**src/hw/sioa_pkg.sv**
```systemverilog
// constants of the servo i/o signal allocation block
//
// Summary of operation
// - pin one to four digits pick input functions
// - digits take codes 0-6, fourth adds 8/9
// - fifth pin uses lowest digit, default 0004
// - output digits pick status for three pins
// - bus select digit takes input from bus bits
// - second bus select sources fifth pin bit 24
// - inputs filtered 0 to 1000 cycles, live
package sioa_pkg;

  // ----------------------------------------------------------------
  // register indexes, byte address is four times the index
  // ----------------------------------------------------------------
  localparam logic [15:0] IDX_INPUT_ALLOC_FIRST   = 16'h3361;
  localparam logic [15:0] IDX_INPUT_ALLOC_SECOND  = 16'h3362;
  localparam logic [15:0] IDX_OUTPUT_ALLOC        = 16'h3363;
  localparam logic [15:0] IDX_BUS_INPUT_SEL_FIRST = 16'h3364;
  localparam logic [15:0] IDX_BUS_INPUT_SEL_SECOND = 16'h3365;
  localparam logic [15:0] IDX_INPUT_FILTER_CYCLES = 16'h3366;
  localparam logic [15:0] IDX_RESTART_CTRL        = 16'h3370;
  localparam logic [15:0] IDX_INPUT_STATUS        = 16'h3371;

  // ----------------------------------------------------------------
  // reset values
  // ----------------------------------------------------------------
  localparam logic [15:0] RST_INPUT_ALLOC_FIRST   = 16'h3210;
  localparam logic [15:0] RST_INPUT_ALLOC_SECOND  = 16'h0004;
  localparam logic [15:0] RST_OUTPUT_ALLOC        = 16'h0210;
  localparam logic [15:0] RST_BUS_INPUT_SEL_FIRST = 16'h0000;
  localparam logic [15:0] RST_BUS_INPUT_SEL_SECOND = 16'h0000;
  localparam logic [15:0] RST_INPUT_FILTER_CYCLES = 16'h0001;

  // ----------------------------------------------------------------
  // field layout and codes
  // ----------------------------------------------------------------
  localparam int          DIGIT_W        = 4;
  localparam int          NUM_IN_PINS    = 5;
  localparam int          NUM_OUT_PINS   = 3;
  localparam int          NUM_IN_FUNCS   = 10;
  localparam int          NUM_OUT_FUNCS  = 12;
  localparam logic [3:0]  IN_CODE_MAX    = 4'h7;
  localparam logic [3:0]  IN_CODE_EXTERNAL_INPUT_ONE   = 4'h8;
  localparam logic [3:0]  IN_CODE_EXTERNAL_INPUT_TWO   = 4'h9;
  localparam logic [3:0]  OUT_CODE_MAX   = 4'hb;
  localparam logic [3:0]  OUT_CODE_UNUSED = 4'h9;
  localparam int          BUS_BIT_FIRST  = 16;
  localparam int          BUS_BIT_FIFTH  = 24;
  localparam int          RESTART_BIT    = 0;
  localparam int          STAT_FUNC_LSB  = 0;
  localparam int          STAT_SRC_LSB   = 10;
  localparam logic [15:0] FILTER_MAX     = 16'd1000;
  localparam int          FILT_CNT_W     = 10;

  // ----------------------------------------------------------------
  // bus answers
  // ----------------------------------------------------------------
  localparam logic [1:0]  RESP_OKAY      = 2'b00;
  localparam logic [1:0]  RESP_SLVERR    = 2'b10;

endpackage

```
**src/hw/sioa_filt_if.sv**
```systemverilog
// carrier between the allocation top and the input filter
`timescale 1ns/1ps
interface sioa_filt_if;
  logic [4:0]  raw;
  logic [15:0] limit;
  logic [4:0]  filtered;

  modport filt (input raw, input limit, output filtered);
  modport ctrl (output raw, output limit, input filtered);
endinterface

```
**src/hw/sioa_input_filter.sv**
```systemverilog
// per-input change filter counted in control cycles
`timescale 1ns/1ps
module sioa_input_filter (
  input wire logic ref_clk,
  input wire logic resetn,
  sioa_filt_if.filt fio
);

  genvar g;
  generate
    for (g = 0; g < sioa_pkg::NUM_IN_PINS; g = g + 1) begin : gBit
      logic [sioa_pkg::FILT_CNT_W-1:0] cnt_r;
      logic                            level_r;

      // a change is taken once it has stood for limit plus one cycles
      always_ff @(posedge ref_clk or negedge resetn) begin
        if (!resetn) begin
          cnt_r   <= '0;
          level_r <= 1'b0;
        end else if (fio.raw[g] == level_r) begin
          cnt_r <= '0;
        end else if ({6'h00, cnt_r} >= fio.limit) begin
          level_r <= fio.raw[g];
          cnt_r   <= '0;
        end else begin
          cnt_r <= cnt_r + 1'b1;
        end
      end

      assign fio.filtered[g] = level_r;
    end
  endgenerate

endmodule

```
**src/hw/sioa_top.sv**
```systemverilog
// servo i/o signal allocation with axi4-lite parameter registers
`timescale 1ns/1ps
module sioa_top (
  input  wire logic        ref_clk,
  input  wire logic        resetn,
  input  wire logic [15:0] s_axi_awaddr,
  input  wire logic        s_axi_awvalid,
  output logic             s_axi_awready,
  input  wire logic [31:0] s_axi_wdata,
  input  wire logic [3:0]  s_axi_wstrb,
  input  wire logic        s_axi_wvalid,
  output logic             s_axi_wready,
  output logic [1:0]       s_axi_bresp,
  output logic             s_axi_bvalid,
  input  wire logic        s_axi_bready,
  input  wire logic [15:0] s_axi_araddr,
  input  wire logic        s_axi_arvalid,
  output logic             s_axi_arready,
  output logic [31:0]      s_axi_rdata,
  output logic [1:0]       s_axi_rresp,
  output logic             s_axi_rvalid,
  input  wire logic        s_axi_rready,
  input  wire logic [4:0]  inPin,
  input  wire logic [31:0] busDigOut,
  input  wire logic [11:0] statusFunc,
  output logic [9:0]       funcIn,
  output logic [2:0]       outPin
);

  // ----------------------------------------------------------------
  // declarations
  // ----------------------------------------------------------------
  logic [15:0] inputAllocFirst_r;
  logic [15:0] inputAllocSecond_r;
  logic [15:0] outputAlloc_r;
  logic [15:0] busInputSelFirst_r;
  logic [15:0] busInputSelSecond_r;
  logic [15:0] inputFilterCycles_r;
  logic [15:0] actInAllocFirst_r;
  logic [15:0] actInAllocSecond_r;
  logic [15:0] actOutAlloc_r;
  logic [15:0] actBusSelFirst_r;
  logic [15:0] actBusSelSecond_r;
  logic        restartPulse_r;
  logic        awreadyR;
  logic        wreadyR;
  logic        bvalidR;
  logic [1:0]  brespR;
  logic        arreadyR;
  logic        rvalidR;
  logic [1:0]  rrespR;
  logic [31:0] rdataR;
  logic        awHave_r;
  logic        wHave_r;
  logic [15:0] awAddr_r;
  logic [31:0] wData_r;
  logic [3:0]  wStrb_r;
  logic [15:0] wrIdx;
  logic [15:0] rdIdx;
  logic        doWrite;
  logic [15:0] wrOld;
  logic [15:0] wrNew;
  logic        wrMapped;
  logic        rdMapped;
  logic [15:0] rdValue;
  logic [4:0]  srcRaw;
  logic [9:0]  funcIn_nxt;
  logic [2:0]  outPin_nxt;
  logic [9:0]  funcIn_r;
  logic [2:0]  outPin_r;

  sioa_filt_if filtIo ();

  // ----------------------------------------------------------------
  // axi4-lite write channel
  // ----------------------------------------------------------------
  // address and data may arrive in either order
  assign doWrite = awHave_r && wHave_r && !bvalidR;
  assign wrIdx   = {2'b00, awAddr_r[15:2]};

  always_ff @(posedge ref_clk or negedge resetn) begin
    if (!resetn) begin
      awreadyR <= 1'b0;
      awHave_r <= 1'b0;
      awAddr_r <= 16'h0000;
    end else if (s_axi_awvalid && awreadyR) begin
      awreadyR <= 1'b0;
      awHave_r <= 1'b1;
      awAddr_r <= s_axi_awaddr;
    end else if (doWrite) begin
      awHave_r <= 1'b0;
    end else if (!awHave_r && !bvalidR) begin
      awreadyR <= 1'b1;
    end
  end

  always_ff @(posedge ref_clk or negedge resetn) begin
    if (!resetn) begin
      wreadyR <= 1'b0;
      wHave_r <= 1'b0;
      wData_r <= 32'h0000_0000;
      wStrb_r <= 4'h0;
    end else if (s_axi_wvalid && wreadyR) begin
      wreadyR <= 1'b0;
      wHave_r <= 1'b1;
      wData_r <= s_axi_wdata;
      wStrb_r <= s_axi_wstrb;
    end else if (doWrite) begin
      wHave_r <= 1'b0;
    end else if (!wHave_r && !bvalidR) begin
      wreadyR <= 1'b1;
    end
  end

  always_ff @(posedge ref_clk or negedge resetn) begin
    if (!resetn) begin
      bvalidR <= 1'b0;
      brespR  <= sioa_pkg::RESP_OKAY;
    end else if (doWrite) begin
      bvalidR <= 1'b1;
      brespR  <= wrMapped ? sioa_pkg::RESP_OKAY : sioa_pkg::RESP_SLVERR;
    end else if (bvalidR && s_axi_bready) begin
      bvalidR <= 1'b0;
    end
  end

  // ----------------------------------------------------------------
  // write decode and byte lanes
  // ----------------------------------------------------------------
  always_comb begin
    wrMapped = 1'b1;
    unique case (wrIdx)
      sioa_pkg::IDX_INPUT_ALLOC_FIRST:    wrOld = inputAllocFirst_r;
      sioa_pkg::IDX_INPUT_ALLOC_SECOND:   wrOld = inputAllocSecond_r;
      sioa_pkg::IDX_OUTPUT_ALLOC:         wrOld = outputAlloc_r;
      sioa_pkg::IDX_BUS_INPUT_SEL_FIRST:  wrOld = busInputSelFirst_r;
      sioa_pkg::IDX_BUS_INPUT_SEL_SECOND: wrOld = busInputSelSecond_r;
      sioa_pkg::IDX_INPUT_FILTER_CYCLES:  wrOld = inputFilterCycles_r;
      sioa_pkg::IDX_RESTART_CTRL:         wrOld = 16'h0000;
      sioa_pkg::IDX_INPUT_STATUS:         wrOld = 16'h0000;
      default: begin
        wrOld    = 16'h0000;
        wrMapped = 1'b0;
      end
    endcase
    wrNew[7:0]  = wStrb_r[0] ? wData_r[7:0] : wrOld[7:0];
    wrNew[15:8] = wStrb_r[1] ? wData_r[15:8] : wrOld[15:8];
  end

  // ----------------------------------------------------------------
  // stored parameter registers
  // ----------------------------------------------------------------
  always_ff @(posedge ref_clk or negedge resetn) begin
    if (!resetn) begin
      inputAllocFirst_r   <= sioa_pkg::RST_INPUT_ALLOC_FIRST;
      inputAllocSecond_r  <= sioa_pkg::RST_INPUT_ALLOC_SECOND;
      outputAlloc_r       <= sioa_pkg::RST_OUTPUT_ALLOC;
      busInputSelFirst_r  <= sioa_pkg::RST_BUS_INPUT_SEL_FIRST;
      busInputSelSecond_r <= sioa_pkg::RST_BUS_INPUT_SEL_SECOND;
    end else if (doWrite) begin
      unique case (wrIdx)
        sioa_pkg::IDX_INPUT_ALLOC_FIRST:    inputAllocFirst_r   <= wrNew;
        sioa_pkg::IDX_INPUT_ALLOC_SECOND:   inputAllocSecond_r  <= wrNew;
        sioa_pkg::IDX_OUTPUT_ALLOC:         outputAlloc_r       <= wrNew;
        sioa_pkg::IDX_BUS_INPUT_SEL_FIRST:  busInputSelFirst_r  <= wrNew;
        sioa_pkg::IDX_BUS_INPUT_SEL_SECOND: busInputSelSecond_r <= wrNew;
        default: begin
        end
      endcase
    end
  end

  // filter length applies at once, clamped to its top value
  always_ff @(posedge ref_clk or negedge resetn) begin
    if (!resetn) begin
      inputFilterCycles_r <= sioa_pkg::RST_INPUT_FILTER_CYCLES;
    end else if (doWrite && wrIdx == sioa_pkg::IDX_INPUT_FILTER_CYCLES) begin
      inputFilterCycles_r <= (wrNew > sioa_pkg::FILTER_MAX) ? sioa_pkg::FILTER_MAX : wrNew;
    end
  end

  // restart strobe, routing loads one edge later
  always_ff @(posedge ref_clk or negedge resetn) begin
    if (!resetn) begin
      restartPulse_r <= 1'b0;
    end else begin
      restartPulse_r <= doWrite && (wrIdx == sioa_pkg::IDX_RESTART_CTRL) &&
                        wStrb_r[0] && wData_r[sioa_pkg::RESTART_BIT];
    end
  end

  // ----------------------------------------------------------------
  // routing in force, loaded only at restart
  // ----------------------------------------------------------------
  always_ff @(posedge ref_clk or negedge resetn) begin
    if (!resetn) begin
      actInAllocFirst_r  <= sioa_pkg::RST_INPUT_ALLOC_FIRST;
      actInAllocSecond_r <= sioa_pkg::RST_INPUT_ALLOC_SECOND;
      actOutAlloc_r      <= sioa_pkg::RST_OUTPUT_ALLOC;
      actBusSelFirst_r   <= sioa_pkg::RST_BUS_INPUT_SEL_FIRST;
      actBusSelSecond_r  <= sioa_pkg::RST_BUS_INPUT_SEL_SECOND;
    end else if (restartPulse_r) begin
      actInAllocFirst_r  <= inputAllocFirst_r;
      actInAllocSecond_r <= inputAllocSecond_r;
      actOutAlloc_r      <= outputAlloc_r;
      actBusSelFirst_r   <= busInputSelFirst_r;
      actBusSelSecond_r  <= busInputSelSecond_r;
    end
  end

  // ----------------------------------------------------------------
  // axi4-lite read channel
  // ----------------------------------------------------------------
  // read data captured at the address handshake
  assign rdIdx = {2'b00, s_axi_araddr[15:2]};

  always_comb begin
    rdMapped = 1'b1;
    unique case (rdIdx)
      sioa_pkg::IDX_INPUT_ALLOC_FIRST:    rdValue = inputAllocFirst_r;
      sioa_pkg::IDX_INPUT_ALLOC_SECOND:   rdValue = inputAllocSecond_r;
      sioa_pkg::IDX_OUTPUT_ALLOC:         rdValue = outputAlloc_r;
      sioa_pkg::IDX_BUS_INPUT_SEL_FIRST:  rdValue = busInputSelFirst_r;
      sioa_pkg::IDX_BUS_INPUT_SEL_SECOND: rdValue = busInputSelSecond_r;
      sioa_pkg::IDX_INPUT_FILTER_CYCLES:  rdValue = inputFilterCycles_r;
      sioa_pkg::IDX_RESTART_CTRL:         rdValue = 16'h0000;
      sioa_pkg::IDX_INPUT_STATUS:         rdValue = {1'b0, filtIo.filtered, funcIn_r};
      default: begin
        rdValue  = 16'h0000;
        rdMapped = 1'b0;
      end
    endcase
  end

  always_ff @(posedge ref_clk or negedge resetn) begin
    if (!resetn) begin
      arreadyR <= 1'b0;
      rvalidR  <= 1'b0;
      rrespR   <= sioa_pkg::RESP_OKAY;
      rdataR   <= 32'h0000_0000;
    end else if (s_axi_arvalid && arreadyR) begin
      arreadyR <= 1'b0;
      rvalidR  <= 1'b1;
      rdataR   <= {16'h0000, rdValue};
      rrespR   <= rdMapped ? sioa_pkg::RESP_OKAY : sioa_pkg::RESP_SLVERR;
    end else if (rvalidR && s_axi_rready) begin
      rvalidR <= 1'b0;
    end else if (!rvalidR) begin
      arreadyR <= 1'b1;
    end
  end

  // ----------------------------------------------------------------
  // input source select, pin or fieldbus bit
  // ----------------------------------------------------------------
  always_comb begin
    for (int p = 0; p < 4; p++) begin
      srcRaw[p] = actBusSelFirst_r[p*sioa_pkg::DIGIT_W] ?
                  busDigOut[sioa_pkg::BUS_BIT_FIRST + p] : inPin[p];
    end
    srcRaw[4] = actBusSelSecond_r[0] ? busDigOut[sioa_pkg::BUS_BIT_FIFTH] : inPin[4];
  end

  assign filtIo.raw   = srcRaw;
  assign filtIo.limit = inputFilterCycles_r;

  sioa_input_filter uFilter (
    .ref_clk (ref_clk),
    .resetn  (resetn),
    .fio     (filtIo.filt)
  );

  // ----------------------------------------------------------------
  // input function allocation
  // ----------------------------------------------------------------
  always_comb begin
    logic [3:0] code;
    code       = 4'h0;
    funcIn_nxt = 10'h000;
    for (int p = 0; p < 4; p++) begin
      code = actInAllocFirst_r[p*sioa_pkg::DIGIT_W +: sioa_pkg::DIGIT_W];
      if (code < sioa_pkg::IN_CODE_MAX) begin
        funcIn_nxt[code] = funcIn_nxt[code] | filtIo.filtered[p];
      end else if (p == 3 && (code == sioa_pkg::IN_CODE_EXTERNAL_INPUT_ONE ||
                              code == sioa_pkg::IN_CODE_EXTERNAL_INPUT_TWO)) begin
        funcIn_nxt[code] = funcIn_nxt[code] | filtIo.filtered[p];
      end
    end
    code = actInAllocSecond_r[3:0];
    if (code < sioa_pkg::IN_CODE_MAX) begin
      funcIn_nxt[code] = funcIn_nxt[code] | filtIo.filtered[4];
    end
  end

  // ----------------------------------------------------------------
  // output function allocation
  // ----------------------------------------------------------------
  always_comb begin
    logic [3:0] code;
    code       = 4'h0;
    outPin_nxt = 3'b000;
    for (int q = 0; q < sioa_pkg::NUM_OUT_PINS; q++) begin
      code = actOutAlloc_r[q*sioa_pkg::DIGIT_W +: sioa_pkg::DIGIT_W];
      if (code <= sioa_pkg::OUT_CODE_MAX && code != sioa_pkg::OUT_CODE_UNUSED) begin
        outPin_nxt[q] = statusFunc[code];
      end
    end
  end

  always_ff @(posedge ref_clk or negedge resetn) begin
    if (!resetn) begin
      funcIn_r <= 10'h000;
    end else begin
      funcIn_r <= funcIn_nxt;
    end
  end

  always_ff @(posedge ref_clk or negedge resetn) begin
    if (!resetn) begin
      outPin_r <= 3'b000;
    end else begin
      outPin_r <= outPin_nxt;
    end
  end

  // ----------------------------------------------------------------
  // outputs
  // ----------------------------------------------------------------
  assign funcIn        = funcIn_r;
  assign outPin        = outPin_r;
  assign s_axi_awready = awreadyR;
  assign s_axi_wready  = wreadyR;
  assign s_axi_bvalid  = bvalidR;
  assign s_axi_bresp   = brespR;
  assign s_axi_arready = arreadyR;
  assign s_axi_rvalid  = rvalidR;
  assign s_axi_rresp   = rrespR;
  assign s_axi_rdata   = rdataR;

endmodule

```
**config.mk**
```make
export PLATFORM = sky130hd
export DESIGN_NAME = sioa_top
export DESIGN_NICKNAME = d
export VERILOG_FILES = /design/src/hw/sioa_pkg.sv /design/src/hw/sioa_filt_if.sv /design/src/hw/sioa_input_filter.sv /design/src/hw/sioa_top.sv
export SDC_FILE = /design/constraint.sdc
export NUM_CORES = 1
export LEC_CHECK = 0
export BUFFER_PORTS_ARGS = -buffer_cell sky130_fd_sc_hd__buf_4
export CAP_MARGIN = 20
export CELL_PAD_IN_SITES_DETAIL_PLACEMENT = 0
export CELL_PAD_IN_SITES_GLOBAL_PLACEMENT = 1
export CORE_MARGIN = 1
export CORE_UTILIZATION = 50
export CTS_BUF_LIST = sky130_fd_sc_hd__clkbuf_16
export DETAILED_ROUTE_END_ITERATION = 7
export GPL_TIMING_DRIVEN = 0
export PLACE_DENSITY_LB_ADDON = 0.1
export SYNTH_ARGS = -nofsm -noshare
export SYNTH_HDL_FRONTEND = slang
export SYNTH_SLANG_ARGS = --single-unit
```
**constraint.sdc**
```tcl
create_clock -name ref_clk -period 6 [get_ports ref_clk]
set_input_delay 0.3 -clock ref_clk [delete_from_list [all_inputs] [get_ports ref_clk]]
set_output_delay 0.3 -clock ref_clk [all_outputs]
set_load 0.02 [all_outputs]
```
==> results of run 1 <==
-- synth_stat cells (all sizes together), types with 3 or more instances --
cell,n
a22o,4
nand3b,9
mux4,6
o211ai,4
nor3,16
o21ai,81
dfrtp,244
and3,9
a21oi,42
nand2b,11
mux2i,84
dfstp,15
nand4bb,3
clkbuf,34
a211oi,5
nor2b,9
nand2,152
nor3b,6
and2,7
mux2,111
a31oi,4
and3b,3
nand4b,4
a32oi,3
o22ai,27
or3b,5
a21o,12
buf,43
ha,55
xor2,26
a22oi,6
nand4,8
inv,33
o21a,9
nand3,39
xnor2,20
o2bb2ai,3
nor4,7
o22a,5
a2111oi,5
nor2,155
a222oi,3
or3,3
-- cells by family after synthesis --
group | synth area share (%)
mux | 16.0
simple gates | 15.3
buf+inv | 3.84
other cells | 0.0268
xor+xnor | 2.88
flops | 46.5
fa+ha+maj | 4.92
compound gates | 10.5
-- worst max-delay path, delay by kind of cell (launching register included) --
family	cells	cell delay, ns
DFF	1	0.37
buffers and inverters	1	0.35
and+or+nand+nor	4	2.03
muxes	1	0.35
-- state kept, by name (all words and copies together), names as in the netlist, 12 cells and up --
signal	count
actInAllocFirst_r	16
actOutAlloc_r	12
awAddr_r	14
busInputSelFirst_r	16
busInputSelSecond_r	16
filtIo.limit	16
inputAllocFirst_r	16
inputAllocSecond_r	16
outputAlloc_r	16
s_axi_rdata	16
uFilter.gBit.cnt_r	50
wData_r	16
-- stage by stage --
step           power (mW)  std cells  setup WS, ns  hold WS, ns  cell area (sq um)
2_1_floorplan        2.68       1366          3.57      0.00441              14000
3_3_place_gp         3.04       1846          2.43        0.467              15300
3_5_place_dp         3.06       1848          2.95        0.318              15400
4_1_cts              4.69       1934          2.93      0.00409              16600
5_1_grt              4.86       1934          2.71      0.00876              16600
6_report             4.67       1934          2.79       0.0114              16600
-- power breakdown --
group	internal [mW]	switching [mW]
clock	0.912	0.706
combinational	0.424	0.630
sequential	1.89	0.106
-- layout make-up --
type | instances | area share [%]
Clock inverter | 24 | 0.778
Sequential cell | 259 | 39.2
Clock buffer | 29 | 4.38
Inverter | 33 | 0.747
Multi-Input combinational cell | 997 | 42.3
Timing Repair Buffer | 143 | 7.26
Buffer | 77 | 2.49
Tap cell | 372 | 2.81
-- metal layers --
layer  vias to the layer above  share of wire [%]  global-route usage, %
met5                         -                  0                      0
met4                         0                3.3                   9.52
met3                        75                7.1                   5.32
met2                       383                 46                   44.8
met1                      5259                 44                   38.4
li1                       5127                  -                      -
-- repair_timing --
item,in CTS,in global routing
hold endpoints to repair,100,0
setup buffers,0,0
hold buffers,33,0
-- final timing paths --
path | from | to | slack, ns
worst max-delay path | awAddr_r[12] | inputAllocFirst_r[14] | 2.79
worst min-delay path | s_axi_awaddr[6] | awAddr_r[6] | 0.01
worst max register to register | awAddr_r[12] | inputAllocFirst_r[14] | 2.79
worst min register to register | s_axi_rdata[6] | s_axi_rdata[6] | 0.48
max in group asynchronous | resetn | uFilter.gBit[4].cnt_r[3] | 4.69
min in group asynchronous | resetn | s_axi_rdata[10] | 0.32
==> metrics.cfg, run 1 <==
[sta]
timing.final.hold_violations = 0
rsz0062_at_grt = no
timing.final.setup_violations = 0
total_negative_slack_for_setup_checks_ns = 0
final.min_clock_period_ns = 3.21
maxSlewHeadroom_pct = 40.4
timing.fmax_mhz = 312
min_period_over_period_pct = 53.5
final.setup_skew_ns = 0.0111
worst_slew_pin_slew_ns = 0.889
report.final.slew_viol_count = 0

[worst_setup_path]
worstPathMaxFanout = 10
worst_setup_path_end_kind = register
crit_chain = nand4bb_1 > nor3_2 > nand2_1 > nor3_2 > buf_4 > mux2_2
worst_path_largest_cell_delay_ns = 0.78
required_time_reported_for_the_critical_path_endpoint_ns = 6.43
reg2regPathDepth = 6
crit_top_cell = sky130_fd_sc_hd__nor3_2
cp.arrival_ns = 3.64
sort_of_element_at_the_start_of_the_critical_path = register
worst-setup-path-type = reg -> reg
cpMaxStageDelayCell = sky130_fd_sc_hd__nor3_2

[logic_synthesis]
yosys_warnings = 0
post_synth_edffs = 0
number_of_standard_cells_after_synthesis = 1348
synthTopCellsByArea = sky130_fd_sc_hd__dfrtp_1, sky130_fd_sc_hd__mux2_2, sky130_fd_sc_hd__mux2i_1
ys_seq_elements = 259
post_synth_instance_area_sq_um = 14000
yosysSeqAreaShare_pct = 46.5
synth_cell_types = 75
synth.largest_area_cell = sky130_fd_sc_hd__dfrtp_1
synth.top_cell.area_share_pct = 43.7
synth_ff_type = sky130_fd_sc_hd__dfrtp_1
syn_area_per_cell_sq_um = 10.4
synthArstFlopShare_pct = 100

[drt]
wl_microns = 39200
dr.first_iter.drc_count = 683
antenna_left = 0
tritonroute_pass_1_iters = 6
routedWlPerCell_microns = 20.3
total_via_count_in_the_routed_design = 10800
vias_per_cell = 5.61
remaining_drcs = 0

[floorplan]
start_util_pct = 51.4
ios = 178
core_sq_um = 27200
fp.dieH_microns = 169
total_die_area_sq_um = 28600
rows = 60
die-width_microns = 169

[worst_hold_path]
whs_path_depth = 2
worstHoldPathType = in -> reg

[layout]
final_cell_mix = sky130_fd_sc_hd__dfrtp_1, sky130_fd_sc_hd__nor2_1, sky130_fd_sc_hd__nand2_1, sky130_fd_sc_hd__buf_4, sky130_fd_sc_hd__mux2_2
drive_gt1_share_pct = 21.9
multi_input_gate_area_sq_um = 7010
nNetsFinal = 1719
layout_commonest_cell = sky130_fd_sc_hd__dfrtp_1
antenna_cells_inserted = 0
synthToLayoutAreaGrowth_pct = 18.5
seq_area_sq_um = 6500
layout.filler_cells = 2378
fin_util_pct = 61.0

[clocking]
clock_sink_count = 259
tritoncts = built
clockBufferDepth = 3
clock_tree.htree_level_count = 1
clk_latency_ns = 0.54
clkSlewWorstSetupHoldPaths_ns = 0.06
clock_buffers_created_by_tritoncts = 29
cts_root_buffer = sky130_fd_sc_hd__clkbuf_16
cts.repair.resized = 0

[status]
outcome = finished clean

[global_route]
number_of_antenna_violations_at_the_first_check_in_global_routing = 0
grt_pass1_vias = 10600
grt-ovfl-total = 0
grt_first_pass_wirelength_microns = 61100
grt_start_max_net_pins = 110
groute.usage.overall_pct = 28.1

[pwr]
leakage_nw = 7.53
max-vdd-ir-drop_uv = 258
pwr_density_cell_nw_per_um2 = 282

[place]
hpwlAfterDp_microns = 28700
port_buffers = 108
place_congestion = 0.890

[job]
maxCapViolCount = 0

Note: power is estimated with default switching activity, not from simulation.
==> inputs of run 2 (changes only) <==
--- a/config.mk
+++ b/config.mk
@@ -10,7 +10,7 @@
 export CELL_PAD_IN_SITES_DETAIL_PLACEMENT = 0
 export CELL_PAD_IN_SITES_GLOBAL_PLACEMENT = 1
 export CORE_MARGIN = 1
-export CORE_UTILIZATION = 50
+export CORE_UTILIZATION = 42
 export CTS_BUF_LIST = sky130_fd_sc_hd__clkbuf_16
 export DETAILED_ROUTE_END_ITERATION = 7
 export GPL_TIMING_DRIVEN = 0
==> constraint.sdc (replaced) <==
create_clock -name ref_clk -period 2.74 [get_ports ref_clk]
set_input_delay 0.137 -clock ref_clk [delete_from_list [all_inputs] [get_ports ref_clk]]
set_output_delay 0.137 -clock ref_clk [all_outputs]
set_load 0.02 [all_outputs]
==> run 2 against run 1 <==
  * Critical path depth grew 3
  * Hold slack gained 0.0090 ns
  * Clock-buffer cell count grew 2
  * Sequential power grew 120%
  * Largest cell class unchanged
  * Sequential share of layout area shrank 1.7 points
  * Fmax grew 21%
==> metrics.cfg, run 2 (synthesis results as in run 1) <==
[status]
outcome = finished clean

[drt]
antenna_left = 0  ; unchanged
routedWlPerCell_microns = 21.0  ; +3.5%
dr.first_iter.drc_count = 670  ; -1.9%
wl_microns = 42800  ; +9.1%
total_via_count_in_the_routed_design = 11100  ; +1.9%
remaining_drcs = 0  ; unchanged
tritonroute_pass_1_iters = 5  ; -1
vias_per_cell = 5.42  ; -3.4%

[layout]
drive_gt1_share_pct = 24.8  ; +2.9 points
nNetsFinal = 1753  ; +2.0%
final_cell_mix = sky130_fd_sc_hd__dfrtp_1, sky130_fd_sc_hd__nor2_1, sky130_fd_sc_hd__nand2_1, sky130_fd_sc_hd__buf_4, sky130_fd_sc_hd__mux2_2
antenna_cells_inserted = 0  ; unchanged
registers.top_by_ff_count = uFilter.gBit.cnt_r
synthToLayoutAreaGrowth_pct = 24.0
layout.filler_cells = 3018  ; +27%
largest_register_ffs = 50  ; unchanged
layout_commonest_cell = sky130_fd_sc_hd__dfrtp_1

[clocking]
clock_tree.htree_level_count = 1  ; unchanged
clock_sink_count = 259  ; unchanged
clock_buffers_created_by_tritoncts = 31  ; +6.9%
clk_latency_ns = 0.57  ; +0.03 ns
tritoncts = built
clockBufferDepth = 3  ; unchanged
clkSlewWorstSetupHoldPaths_ns = 0.06  ; about the same
cts_root_buffer = sky130_fd_sc_hd__clkbuf_16

[worst_setup_path]
worst_setup_path_end_kind = register
critical-path-top-delay-family = compound AO/OA/AOI/OAI gates
critical_path_buf_inv_count = 1  ; unchanged
required_time_reported_for_the_critical_path_endpoint_ns = 3.20  ; -3.23 ns
worstPathMaxFanout = 10  ; unchanged
worst-setup-path-type = reg -> reg
worst_path_largest_cell_delay_ns = 0.70  ; -0.08 ns
sort_of_element_at_the_start_of_the_critical_path = register
crit_chain = buf_2 > nor3b_1 > a222oi_1 > a2bb2oi_1 > o21ai_2 > nor3_4 > nand4b_4 > a21oi_2 > a22o_1
cpMaxStageDelayCell = sky130_fd_sc_hd__nor3b_1
cp.arrival_ns = 3.11  ; -0.53 ns

[floorplan]
total_die_area_sq_um = 34000  ; +19%
die-width_microns = 184  ; +9.0%
rows = 66  ; +10%
start_util_pct = 42.9  ; -8.6 points
fp.dieH_microns = 184  ; +9.0%
ios = 178  ; unchanged
core_sq_um = 32600  ; +20%

[sta]
final.setup_skew_ns = 0.0141  ; +0.00301 ns
maxSlewHeadroom_pct = 43.7  ; +3.3 points
worst_slew_pin_slew_ns = 0.842  ; -0.0470 ns
final.min_clock_period_ns = 2.65  ; -0.557 ns
timing.fmax_mhz = 377  ; +21%
timing.final.hold_violations = 0  ; unchanged
timing.final.setup_violations = 0  ; unchanged
min_period_over_period_pct = 96.8  ; +43 points
hold_slack_ns = 0.0205  ; +0.00904 ns
report.final.slew_viol_count = 0  ; unchanged

[pwr]
power.total_mw = 11.1  ; +140%
max-vdd-ir-drop_uv = 527  ; +100%
leakage_nw = 7.83  ; +4.0%
pwr_density_cell_nw_per_um2 = 641  ; +130%

[place]
place_congestion = 0.887  ; -0.31%
hpwlAfterDp_microns = 30600  ; +6.7%
port_buffers = 108  ; unchanged

[global_route]
grt_pass1_vias = 11100  ; +3.8%
grt_first_pass_wirelength_microns = 65700  ; +7.5%
groute.usage.overall_pct = 25.7  ; -2.4 points
grt_start_max_net_pins = 99  ; -10%
grt-ovfl-total = 0  ; unchanged
number_of_antenna_violations_at_the_first_check_in_global_routing = 0  ; unchanged

[worst_hold_path]
worstHoldPathType = in -> reg

[job]
maxCapViolCount = 0  ; unchanged

[run 2: cell types whose count changed in the layout (fill, tap and decap cells not counted), sizes merged]
cell | before | now
buf | 153 | 176
dlygate4sd3 | 33 | 42
clkinv | 16 | 11
bufinv | 1 | 5
inv | 39 | 42
clkbuf | 63 | 64
o21ai | 81 | 82
[run 2: layout make-up]
type                       count  area, sq um  area share, %
buffer                        76          414           2.39
clock buffer                  31          776           4.47
clock inverter                26          241           1.39
inverter                      33          124          0.714
multi-input combinational    998         7260           41.9
sequential                   259         6500           37.5
tap                          442          553           3.19
timing repair buffer         175         1470           8.48
[run 2: metal layers]
metal | part of all wire (%) | track usage [%]
met3 | 5.7 | 4.01
met5 | 0 | 0
met2 | 46 | 41.3
met1 | 45 | 35.3
met4 | 3.3 | 8.47
[run 2: worst paths after layout]
path,startpoint,endpoint,slack [ns],cells past startpoint
hold reg to reg,actOutAlloc_r[2],outPin[0],0.49,1
hold / removal,busDigOut[16],uFilter.gBit[0].level_r,0.02,4
max in group asynchronous,resetn,uFilter.gBit[1].cnt_r[8],1.25,4
setup reg to reg,awAddr_r[6],filtIo.limit[1],0.09,9
setup / recovery,awAddr_r[6],filtIo.limit[1],0.09,9
min in group asynchronous,resetn,s_axi_rdata[13],0.13,2
[run 2: where the power goes]
part	total [mW]	internal, mW	switching, mW
sequential	4.38	4.14	0.240
combinational	2.57	1.08	1.49
clock	4.16	2.50	1.66
total	11.1	7.71	3.40
[run 2: repair_timing]
action	4_1_cts	5_1_grt
gates cloned	0	1
pin swaps	7	16
setup buffers	10	13
gates resized for setup	16	33
setup endpoints to repair	89	73
endpoints found under the hold margin	115	0
hold buffers	42	0
[run 2: metrics by stage]
| step | util (%) | TNS, ns | worst slack (ns) | cells | instance area [sq um] |
|---|---|---|---|---|---|
| floorplan | - | 0 | 0.308 | 1366 | 14000 |
| global placement | 47.2 | -191.18 | -0.778 | 1916 | 15400 |
| detailed placement | 47.4 | -14.59 | -0.534 | 1918 | 15500 |
| CTS | 52.3 | 0 | 0.00708 | 2026 | 17100 |
| global route | 53.2 | -0.0112 | -0.00818 | 2040 | 17300 |
| finish | 53.2 | 0 | 0.0876 | 2040 | 17300 |
[run 2: worst min-delay path: stages]
cell,delay (ns)
sky130_fd_sc_hd__buf_4,0.08
sky130_fd_sc_hd__mux2i_1,0.12
sky130_fd_sc_hd__nand3_1,0.09
sky130_fd_sc_hd__o22a_1,0.12
